`config.mk`:
```
export PLATFORM = sky130hd
export DESIGN_NAME = usbxc_ctrl
export DESIGN_NICKNAME = d
export VERILOG_FILES = /design/src/usbxc_ctrl.v /design/src/usbxc_sync.v /design/src/usbxc_ep_map.v
export VERILOG_INCLUDE_DIRS = /design/src
export SDC_FILE = /design/constraint.sdc
export NUM_CORES = 1
export LEC_CHECK = 0
export ABC_AREA = 1
export ABC_CLOCK_PERIOD_IN_PS = 2000
export BUFFER_PORTS_ARGS = -buffer_cell sky130_fd_sc_hd__buf_2
export CAP_MARGIN = 20
export CORE_AREA = 2 2 68 70
export DETAILED_ROUTE_END_ITERATION = 8
export DIE_AREA = 0 0 70 72
export PLACE_DENSITY = 0.51
export SLEW_MARGIN = 25
export SYNTH_ARGS = -nofsm -noshare
export SYNTH_HDL_FRONTEND = slang
export SYNTH_SLANG_ARGS = --single-unit
export TNS_END_PERCENT = 20
```
`constraint.sdc`:
```
create_clock -name core_clk -period 2 [get_ports core_clk]
set_input_delay 0.5 -clock core_clk [delete_from_list [all_inputs] [get_ports core_clk]]
set_output_delay 0.5 -clock core_clk [all_outputs]
set_load 0.05 [all_outputs]
```
`src/usbxc_consts.vh`:
```
`ifndef USBXC_CONSTS_VH
`define USBXC_CONSTS_VH
// register address and reset value
`define USBXC_CTRL_ADDR      8'hd7
`define USBXC_CTRL_RESET     8'h00
// field positions
`define USBXC_PULLUP_EN_BIT  7
`define USBXC_PHY_EN_BIT     6
`define USBXC_SPEED_BIT      5
`define USBXC_TEST_HI_BIT    4
`define USBXC_TEST_LO_BIT    3
`define USBXC_DIFF_BIT       2
`define USBXC_DPLUS_BIT      1
`define USBXC_DMINUS_BIT     0
// line test modes
`define USBXC_TEST_NORMAL    2'h0
`define USBXC_TEST_DIFF_ONE  2'h1
`define USBXC_TEST_DIFF_ZERO 2'h2
`define USBXC_TEST_SE0       2'h3
// endpoint protocol addresses
`define USBXC_EP0_ADDR       8'h00
`define USBXC_OUT_BASE       8'h00
`define USBXC_IN_BASE        8'h80
`define USBXC_EP_LAST        2'h3
`endif

```
`src/usbxc_ctrl.v`:
```
`default_nettype none
`include "usbxc_consts.vh"
module usbxc_ctrl (
   input  wire       core_clk,
   input  wire       sys_rst,
   input  wire       clk_en,
   input  wire [7:0] sfr_addr,
   input  wire [7:0] sfr_wdata,
   input  wire       sfr_wr,
   input  wire       sfr_rd,
   output reg  [7:0] sfr_rdata,
   input  wire       vbus_present,
   input  wire       dplus_in,
   input  wire       dminus_in,
   input  wire       diff_rx_in,
   output reg        dplus_out,
   output reg        dplus_oe,
   output reg        dminus_out,
   output reg        dminus_oe,
   output reg        pullup_dplus,
   output reg        pullup_dminus,
   output reg        phy_enable,
   output reg        full_speed,
   output reg        host_mode,
   input  wire [2:0] pipe_sel,
   output reg  [7:0] pipe_proto_addr
);
   ////////////////////////////////////////////////////////////////////////
   reg        pullup_enable_q;
   reg        phy_enable_q;
   reg        speed_q;
   reg  [1:0] line_test_q;
   wire [2:0] line_sync;
   wire [7:0] ep_addr;
   wire       ep_valid;
   wire [7:0] status_word;
   wire       diff_receiver_state;
   wire       dplus_level;
   wire       dminus_level;

   usbxc_sync u_sync (
      .core_clk (core_clk),
      .sys_rst  (sys_rst),
      .clk_en   (clk_en),
      .async_in ({diff_rx_in, dplus_in, dminus_in}),
      .sync_out (line_sync)
   );

   usbxc_ep_map u_ep_map (
      .pipe_sel   (pipe_sel),
      .proto_addr (ep_addr),
      .pipe_valid (ep_valid)
   );

   // receiver output is meaningless while suspended, so it reads zero
   assign diff_receiver_state = line_sync[2] & phy_enable_q;
   assign dplus_level         = line_sync[1];
   assign dminus_level        = line_sync[0];

   assign status_word = {pullup_enable_q, phy_enable_q, speed_q, line_test_q,
                         diff_receiver_state, dplus_level, dminus_level};

   ////////////////////////////////////////////////////////////////////////
   // register writes; read-only bits 2..0 ignore writes
   always @(posedge core_clk) begin
      if (sys_rst) begin
         pullup_enable_q <= 1'b0;
         phy_enable_q    <= 1'b0;
         speed_q         <= 1'b0;
         line_test_q     <= 2'h0;
      end else if (clk_en && sfr_wr && sfr_addr == `USBXC_CTRL_ADDR) begin
         pullup_enable_q <= sfr_wdata[`USBXC_PULLUP_EN_BIT];
         phy_enable_q    <= sfr_wdata[`USBXC_PHY_EN_BIT];
         speed_q         <= sfr_wdata[`USBXC_SPEED_BIT];
         line_test_q     <= {sfr_wdata[`USBXC_TEST_HI_BIT],
                             sfr_wdata[`USBXC_TEST_LO_BIT]};
      end
   end

   ////////////////////////////////////////////////////////////////////////
   // registered outputs
   always @(posedge core_clk) begin
      if (sys_rst) begin
         sfr_rdata       <= 8'h00;
         dplus_out       <= 1'b0;
         dplus_oe        <= 1'b0;
         dminus_out      <= 1'b0;
         dminus_oe       <= 1'b0;
         pullup_dplus    <= 1'b0;
         pullup_dminus   <= 1'b0;
         phy_enable      <= 1'b0;
         full_speed      <= 1'b0;
         host_mode       <= 1'b0;
         pipe_proto_addr <= 8'h00;
      end else if (clk_en) begin
         // unmapped address reads zero
         if (sfr_rd && sfr_addr == `USBXC_CTRL_ADDR) begin
            sfr_rdata <= status_word;
         end else begin
            sfr_rdata <= 8'h00;
         end
         // attach only with bus power and enable set
         pullup_dplus  <= pullup_enable_q & vbus_present & speed_q;
         pullup_dminus <= pullup_enable_q & vbus_present & ~speed_q;
         phy_enable    <= phy_enable_q;
         full_speed    <= speed_q;
         host_mode     <= 1'b0;
         pipe_proto_addr <= ep_valid ? ep_addr : 8'h00;
         // forced line states drive the pins only in a test mode
         case (line_test_q)
            `USBXC_TEST_DIFF_ONE: begin
               dplus_out  <= 1'b1;
               dminus_out <= 1'b0;
               dplus_oe   <= 1'b1;
               dminus_oe  <= 1'b1;
            end
            `USBXC_TEST_DIFF_ZERO: begin
               dplus_out  <= 1'b0;
               dminus_out <= 1'b1;
               dplus_oe   <= 1'b1;
               dminus_oe  <= 1'b1;
            end
            `USBXC_TEST_SE0: begin
               dplus_out  <= 1'b0;
               dminus_out <= 1'b0;
               dplus_oe   <= 1'b1;
               dminus_oe  <= 1'b1;
            end
            default: begin
               dplus_out  <= 1'b0;
               dminus_out <= 1'b0;
               dplus_oe   <= 1'b0;
               dminus_oe  <= 1'b0;
            end
         endcase
      end
   end
endmodule
`default_nettype wire

```
`src/usbxc_sync.v`:
```
`default_nettype none
`include "usbxc_consts.vh"
module usbxc_sync (
   input  wire       core_clk,
   input  wire       sys_rst,
   input  wire       clk_en,
   input  wire [2:0] async_in,
   output reg  [2:0] sync_out
);
   reg [2:0] meta_q;
   // first stage feeds only the second stage
   always @(posedge core_clk) begin
      if (sys_rst) begin
         meta_q   <= 3'h0;
         sync_out <= 3'h0;
      end else if (clk_en) begin
         meta_q   <= async_in;
         sync_out <= meta_q;
      end
   end
endmodule
`default_nettype wire

```
`src/usbxc_ep_map.v`:
```
`default_nettype none
`include "usbxc_consts.vh"
module usbxc_ep_map (
   input  wire [2:0] pipe_sel,
   output reg  [7:0] proto_addr,
   output reg        pipe_valid
);
   // pipe_sel[2]=in direction, [1:0]=endpoint number
   always @* begin
      pipe_valid = 1'b1;
      if (pipe_sel[1:0] == 2'h0) begin
         proto_addr = `USBXC_EP0_ADDR;
      end else if (pipe_sel[2]) begin
         proto_addr = `USBXC_IN_BASE | {6'h00, pipe_sel[1:0]};
      end else begin
         proto_addr = `USBXC_OUT_BASE | {6'h00, pipe_sel[1:0]};
      end
   end
endmodule
`default_nettype wire

```
* Word level (Yosys, flattened, before mapping)
Cells that the tools add are included.
** Word-level totals
- Register bits after elaboration :: 34
- Input bits :: 28
- Output and inout bits :: 25
- Logic and storage cells :: 35
** Cells by class
- Equality and inequality tests :: 4
- Muxes and demuxes :: 6
- Bitwise gates (word level) :: 5
- Reduce and logical (&&, ||, !) cells :: 5
** Operator list (count)
- $mux 8 :: 3
- $eq 8x8->1 const B :: 1
- $and 1x1->1 :: 4
- $eq 2x2->1 const B :: 2
- $logic_and 1x1->1 :: 3
- $mux 1 :: 3
- $reduce_or 3->1 :: 1
- $eq 2x1->1 const B :: 1
- $logic_not 2->1 :: 1
- $not 1->1 :: 1

* Depth between registers and ports, before layout
Gate-level depths: netlist of run 1.
- Word-level depth :: 3
- Depth in mapped cells :: 8
- Depth with buffers taken out :: 8

* Hierarchy
A second synthesis of run 1 with hierarchy kept.
** Unflattened totals
- Cells, all modules :: 193
- Area, all modules :: 1431.4 um2
** By module, submodules not included
- usbxc_ctrl :: instances 1, cells each 142, area each 1112.3 um2, seq. area each 560.5 um2
- usbxc_sync :: instances 1, cells each 38, area each 247.7 um2, seq. area each 120.1 um2
- usbxc_ep_map :: instances 1, cells each 13, area each 71.3 um2, seq. area each 0.0 um2

* Worst setup path before layout of run 1
OpenSTA, ideal clock, no wires.
- Path kind :: register to output
- Start :: reg dminus_oe (netlist name)
- End :: out dplus_oe
- Arrival time :: 0.913 ns
- Data required time :: 1.500 ns
- Setup slack :: 0.587 ns
- Stages on the path, launching flop included :: 2
- Path buffers :: 1
- Path through :: dfxtp_1 buf_4
** RTL lines
- to (decl) :: RTL line usbxc_ctrl.v:17 : output reg dplus_oe,

* Worst setup path after layout of run 1
- Start :: reg sfr_rdata[2]
- End :: out sfr_rdata[2]
** RTL lines
- from (decl) :: RTL line usbxc_ctrl.v:11 : output reg [7:0] sfr_rdata,
- from (signal assigned) :: RTL line usbxc_ctrl.v:98 : sfr_rdata <= status_word;
No word-level cell between the ends.

==> flow_summary.ini, run 1 <==
[grt]
grt-ovfl-total = 0
track_usage_pct = 11.66
grt_pass1_vias = 1077
grt_pass1_wl_mm = 4.705
antenna_found_initial = 0
grt_start_max_net_pins = 27

[synth]
yosysSeqAreaShare_pct = 46.96
post_synth_num_cell_types = 16
postSynthAreaPerCell_sq_um = 7.315
ys.flop_type = dfxtp_1
synth_common_cells = nand2_1, dfxtp_1, inv_1
synth_most_common_cell = nand2_1
synthArstFlopShare_pct = 0
synth_area_sq_um = 1236
synthTopCellsByArea = dfxtp_1, nand2_1, inv_1
yosys_warnings = 0
synth_edf_count = 0
synth_seq_cells = 29
synth_top_area_cell = dfxtp_1
synth_top_cell_area_share_pct = 46.96
synthCells = 169

[drt]
met1Wirelength_mm = 1.335
routed.top_layer = met4
ant_nets = 0
drc = 0
first_pass_iters = 3
wirelength_mm = 2.785
wl_met2_mm = 1.268
drtIter0Drc = 36
viasPerCell = 4.212
routed-via-count = 1112
wl_per_cell_microns = 10.55
dr_wl_met3_microns = 159

[setup_path]
critical_path_class = register to primary output
cp-start-kind = register
crit_family = flip-flops
crit_slowest_cell = dfxtp_1
crit_required_ps = 1500
arrival_ps = 890
r2r_cells = 3
reg2reg_from = speed_q
r2r_slack_ps = 1180
cp_max_fo = 2
end_kind = primary output
cp_num_buf_inv = 1
r2r_end = pullup_dminus
cp.depth = 1
slowest_delay_ps = 350
crit_chain = buf_2

[floorplanning]
fp.dieArea_sq_um = 5040
die_y_microns = 72
num_rows = 24
num_io_pins = 53
initial_core_util_pct = 28.99
die_w_microns = 70
coreArea_sq_um = 4264

[job]
drv_cap = 0

[outcome]
status = finished, final reports clean

[min_path]
hold_depth = 3
holdCritPathClass = input port to register
hold_path_end = u_sync.meta_q[1]
holdCritStartpoint = dplus_in

[timing]
setup_viol = 0
fin_tns_setup_ps = 0
period_share_pct = 69.51
slew_viol_final = 0
clock_skew_ps = 2.161
layout_min_cycle_time_ps = 1390
max_freq_mhz = 719.3
final_hold_viol_count = 0
grt_setup_unrepaired = no

[clock_network]
numCtsBuffers = 5
h-tree-depth = 2
cts_setup_buffers = 0
postCtsHoldBufs = 0
clock_path_buffers = 2
clkSinkCount = 29
cts_resized = 0
cts.reportedPaths.clkPinSlew_ps = 60
clockRootBuffer = clkbuf_8
clk_latency_ps = 270
cts_tree = done

[pwr]
peakVddDrop_uv = 374.5
p_leak_nw = 0.7504
p_per_area_nw_per_um2 = 764.5

[placement]
dpl_cell_area_sq_um = 1456
place_congestion = 0.7002
portBuffers = 43
dpl.hpwl_mm = 2.038

[final_layout]
area_growth_pct = 24.29
stdcell_area_sq_um = 1536
drive_above_1_share_pct = 25.94
nNetsFinal = 239
antenna_cells = 0
-- power by group --
part,switching [W],internal (W)
logic,0.0000952,0.0000373
registers,0.00000572,0.000591
clock network,0.000199,0.000246
total,0.000300,0.000875
-- layer usage --
metal	vias to the layer above	GRT usage, %
met3	3	4.028
met4	0	5.128
met5	-	0
li1	606	-
met1	477	14.62
met2	26	18.31
-- tightest hold or removal path: cells and delay by family --
family        cells  cell delay [ps]
buf+inv           1               80
simple gates      2              110
-- metrics by stage --
stage / instances / util (%) / hold slack, ps / total power [W] / worst slack (ps)
2_1_floorplan: 174 / - / 449.5 / 0.0007116 / 586.7
3_3_place_gp: 256 / 34.15 / 451.5 / 0.0007422 / 562.2
3_5_place_dp: 256 / 34.15 / 452.7 / 0.0007424 / 561.0
4_1_cts: 264 / 36.03 / 442.4 / 0.001199 / 597.1
5_1_grt: 264 / 36.03 / 458.6 / 0.001239 / 565.1
6_report: 264 / 36.03 / 451.7 / 0.001175 / 609.7
-- area by class of cell --
type	instances	area, sq um
Fill cell	477	2728
Sequential cell	29	580.6
Multi-Input combinational cell	106	483.0
Timing Repair Buffer	47	245.2
Inverter	22	82.58
Clock buffer	8	80.08
Tap cell	52	65.06
-- how the worst max path moves through the flow --
| stage | slack [ps] | to | from |
|---|---|---|---|
| after floorplan | 590 | dplus_oe | dminus_oe |
| after global placement | 560 | sfr_rdata[1] | clk_en |
| after detailed placement | 560 | sfr_rdata[7] | clk_en |
| after CTS | 600 | phy_enable | phy_enable |
| after global routing | 570 | phy_enable | phy_enable |
| final | 610 | sfr_rdata[2] | sfr_rdata[2] |
-- cell usage in the layout (no fill, tap or decap) --
| cell | Yosys | layout |
|---|---|---|
| nor3_1 | 1 | 1 |
| buf_4 | 10 | 4 |
| clkbuf_8 | 0 | 5 |
| dfxtp_1 | 29 | 29 |
| nor2_2 | 2 | 2 |
| inv_1 | 22 | 22 |
| nand2_1 | 34 | 34 |
| o21ai_0 | 9 | 9 |
| nand3_1 | 4 | 4 |
| a21oi_1 | 16 | 16 |
| clkbuf_1 | 1 | 3 |
| a32oi_1 | 1 | 1 |
| nor2_4 | 1 | 1 |
| nor2_1 | 20 | 20 |
| conb_1 | 1 | 6 |
| buf_2 | 6 | 43 |
| nand4_1 | 12 | 12 |
-- logic make-up after synthesis --
kind of cell,share of synthesized area (%)
flops,46.96
simple gates,26.42
buf+inv,15.49
other cells,0.3034
compound gates,10.83
-- state kept, by name, summed over array words and instances (netlist names) --
signal and count:
full_speed 1, dminus_oe 1, pullup_enable_q 1, pullup_dminus 1, sfr_rdata 8, dplus_out 1, line_test_q 2, speed_q 1
phy_enable 1, pipe_proto_addr 3, u_sync.sync_out 3, phy_enable_q 1, dminus_out 1, u_sync.meta_q 3, pullup_dplus 1
Note: power is estimated with default switching activity, not from simulation.
==> run 2, diff against run 1 <==
--- a/config.mk
+++ b/config.mk
@@ -7,7 +7,7 @@
 export NUM_CORES = 1
 export LEC_CHECK = 0
 export ABC_AREA = 1
-export ABC_CLOCK_PERIOD_IN_PS = 2000
+export ABC_CLOCK_PERIOD_IN_PS = 1400
 export BUFFER_PORTS_ARGS = -buffer_cell sky130_fd_sc_hd__buf_2
 export CAP_MARGIN = 20
 export CORE_AREA = 2 2 68 70
==> constraint.sdc (replaced) <==
create_clock -name core_clk -period 1.4 [get_ports core_clk]
set_input_delay 0.35 -clock core_clk [delete_from_list [all_inputs] [get_ports core_clk]]
set_output_delay 0.35 -clock core_clk [all_outputs]
set_load 0.05 [all_outputs]
==> flow_summary.ini, run 2 (synthesis results as in run 1) <==
[setup_path]
arrival_ps = 890
cp_num_buf_inv = 1
cp_max_fo = 2
slowest_delay_ps = 340
cp.depth = 1
crit_slowest_cell = dfxtp_1
cp-start-kind = register
r2r_cells = 3
critical_path_class = register to primary output
crit_family = flip-flops
crit_chain = buf_2
end_kind = primary output
crit_required_ps = 1050

[timing]
final_hold_viol_count = 0
period_share_pct = 88.22
slew_viol_final = 0
fin_tns_setup_ps = 0
holdWs_ps = 303.0
max_freq_mhz = 809.6
setup_viol = 0
clock_skew_ps = 3.970
grt_setup_unrepaired = no
layout_min_cycle_time_ps = 1235

[job]
drv_cap = 0

[floorplanning]
die_y_microns = 72
fp.dieArea_sq_um = 5040
initial_core_util_pct = 28.99
num_rows = 24
coreArea_sq_um = 4264
die_w_microns = 70
num_io_pins = 53

[drt]
wirelength_mm = 2.739
ant_nets = 0
first_pass_iters = 4
wl_per_cell_microns = 10.38
drc = 0
routed-via-count = 1149
viasPerCell = 4.352
drtIter0Drc = 45

[clock_network]
cts_resized = 0
clkSinkCount = 29
clk_latency_ps = 270
clock_path_buffers = 2
h-tree-depth = 2
postCtsHoldBufs = 0
clockRootBuffer = clkbuf_8
cts_setup_buffers = 0
cts_tree = done
cts.reportedPaths.clkPinSlew_ps = 60
numCtsBuffers = 5

[grt]
grt_pass1_vias = 1125
track_usage_pct = 11.99
antenna_found_initial = 0
grt_pass1_wl_mm = 4.878
grt-ovfl-total = 0
grt_start_max_net_pins = 17

[pwr]
clock_power_share_pct = 39.0
internal-power_w = 0.001288
power.net_switching_w = 0.0004212
seqPwrFrac_pct = 49.9
p_leak_nw = 0.7600
combPwrFrac_pct = 11.1
sw_frac_of_total_pct = 24.64
total_power_w = 0.001710
p_per_area_nw_per_um2 = 1103
peakVddDrop_uv = 534.0

[final_layout]
largest_register_ffs = 8
largest-register = sfr_rdata
finalNonFillerCells = 264
mostFrequentLayoutCell = buf_2
nNetsFinal = 240
drive_above_1_share_pct = 26.89
antenna_cells = 0
fill_cells = 504
layout_common_cells = buf_2, nand2_1, dfxtp_1
multiInputGateArea_sq_um = 483.0
seqCellArea_sq_um = 580.6
final_util_pct = 36.36
area_growth_pct = 25.41

[placement]
placedCellCount = 257
dpl.hpwl_mm = 2.064
portBuffers = 43
place_congestion = 0.6898

[min_path]
hold_depth = 3
holdCritPathClass = input port to register

[outcome]
status = finished, final reports clean
[run 2: stage by stage]
step                cell area, sq um  worst slack [ps]
floorplan                       1255             136.7
global placement                1464             127.9
detailed placement              1464             127.7
CTS                             1550             154.1
global route                    1550             115.7
finish                          1550             164.9
[run 2: final cells by class]
type	instances	area share (%)
sequential	29	37.45
multi-input combinational	106	31.15
timing repair buffer	48	16.30
clock buffer	7	5.569
inverter	22	5.327
tap	52	4.197
[run 2: path summary, 6_finish.rpt]
check,to,start,slack [ps]
worst max-delay path,pullup_dminus,pullup_dminus,160
worst min-delay path,u_sync.meta_q[0],dminus_in,300
worst max register to register,pullup_dminus,speed_q,570
worst min register to register,dplus_out,dplus_out,460
[run 2: power groups by stage]
stage	logic (W)	clock network, W	registers, W
2_1_floorplan	0.000122	0	0.000895
3_3_place_gp	0.000192	0	0.000871
3_5_place_dp	0.000192	0	0.000871
4_1_cts	0.000192	0.000685	0.000853
5_1_grt	0.000211	0.000731	0.000856
6_report	0.000190	0.000666	0.000854
[run 2: layer usage]
layer  GRT usage (%)  share of wire, %  vias to the layer above
met2           20.32                46                       29
met3           4.306               5.8                        4
li1                -                 -                      608
met1           14.29                47                      508
met4           3.846              0.62                        0
met5               0                 0                        -
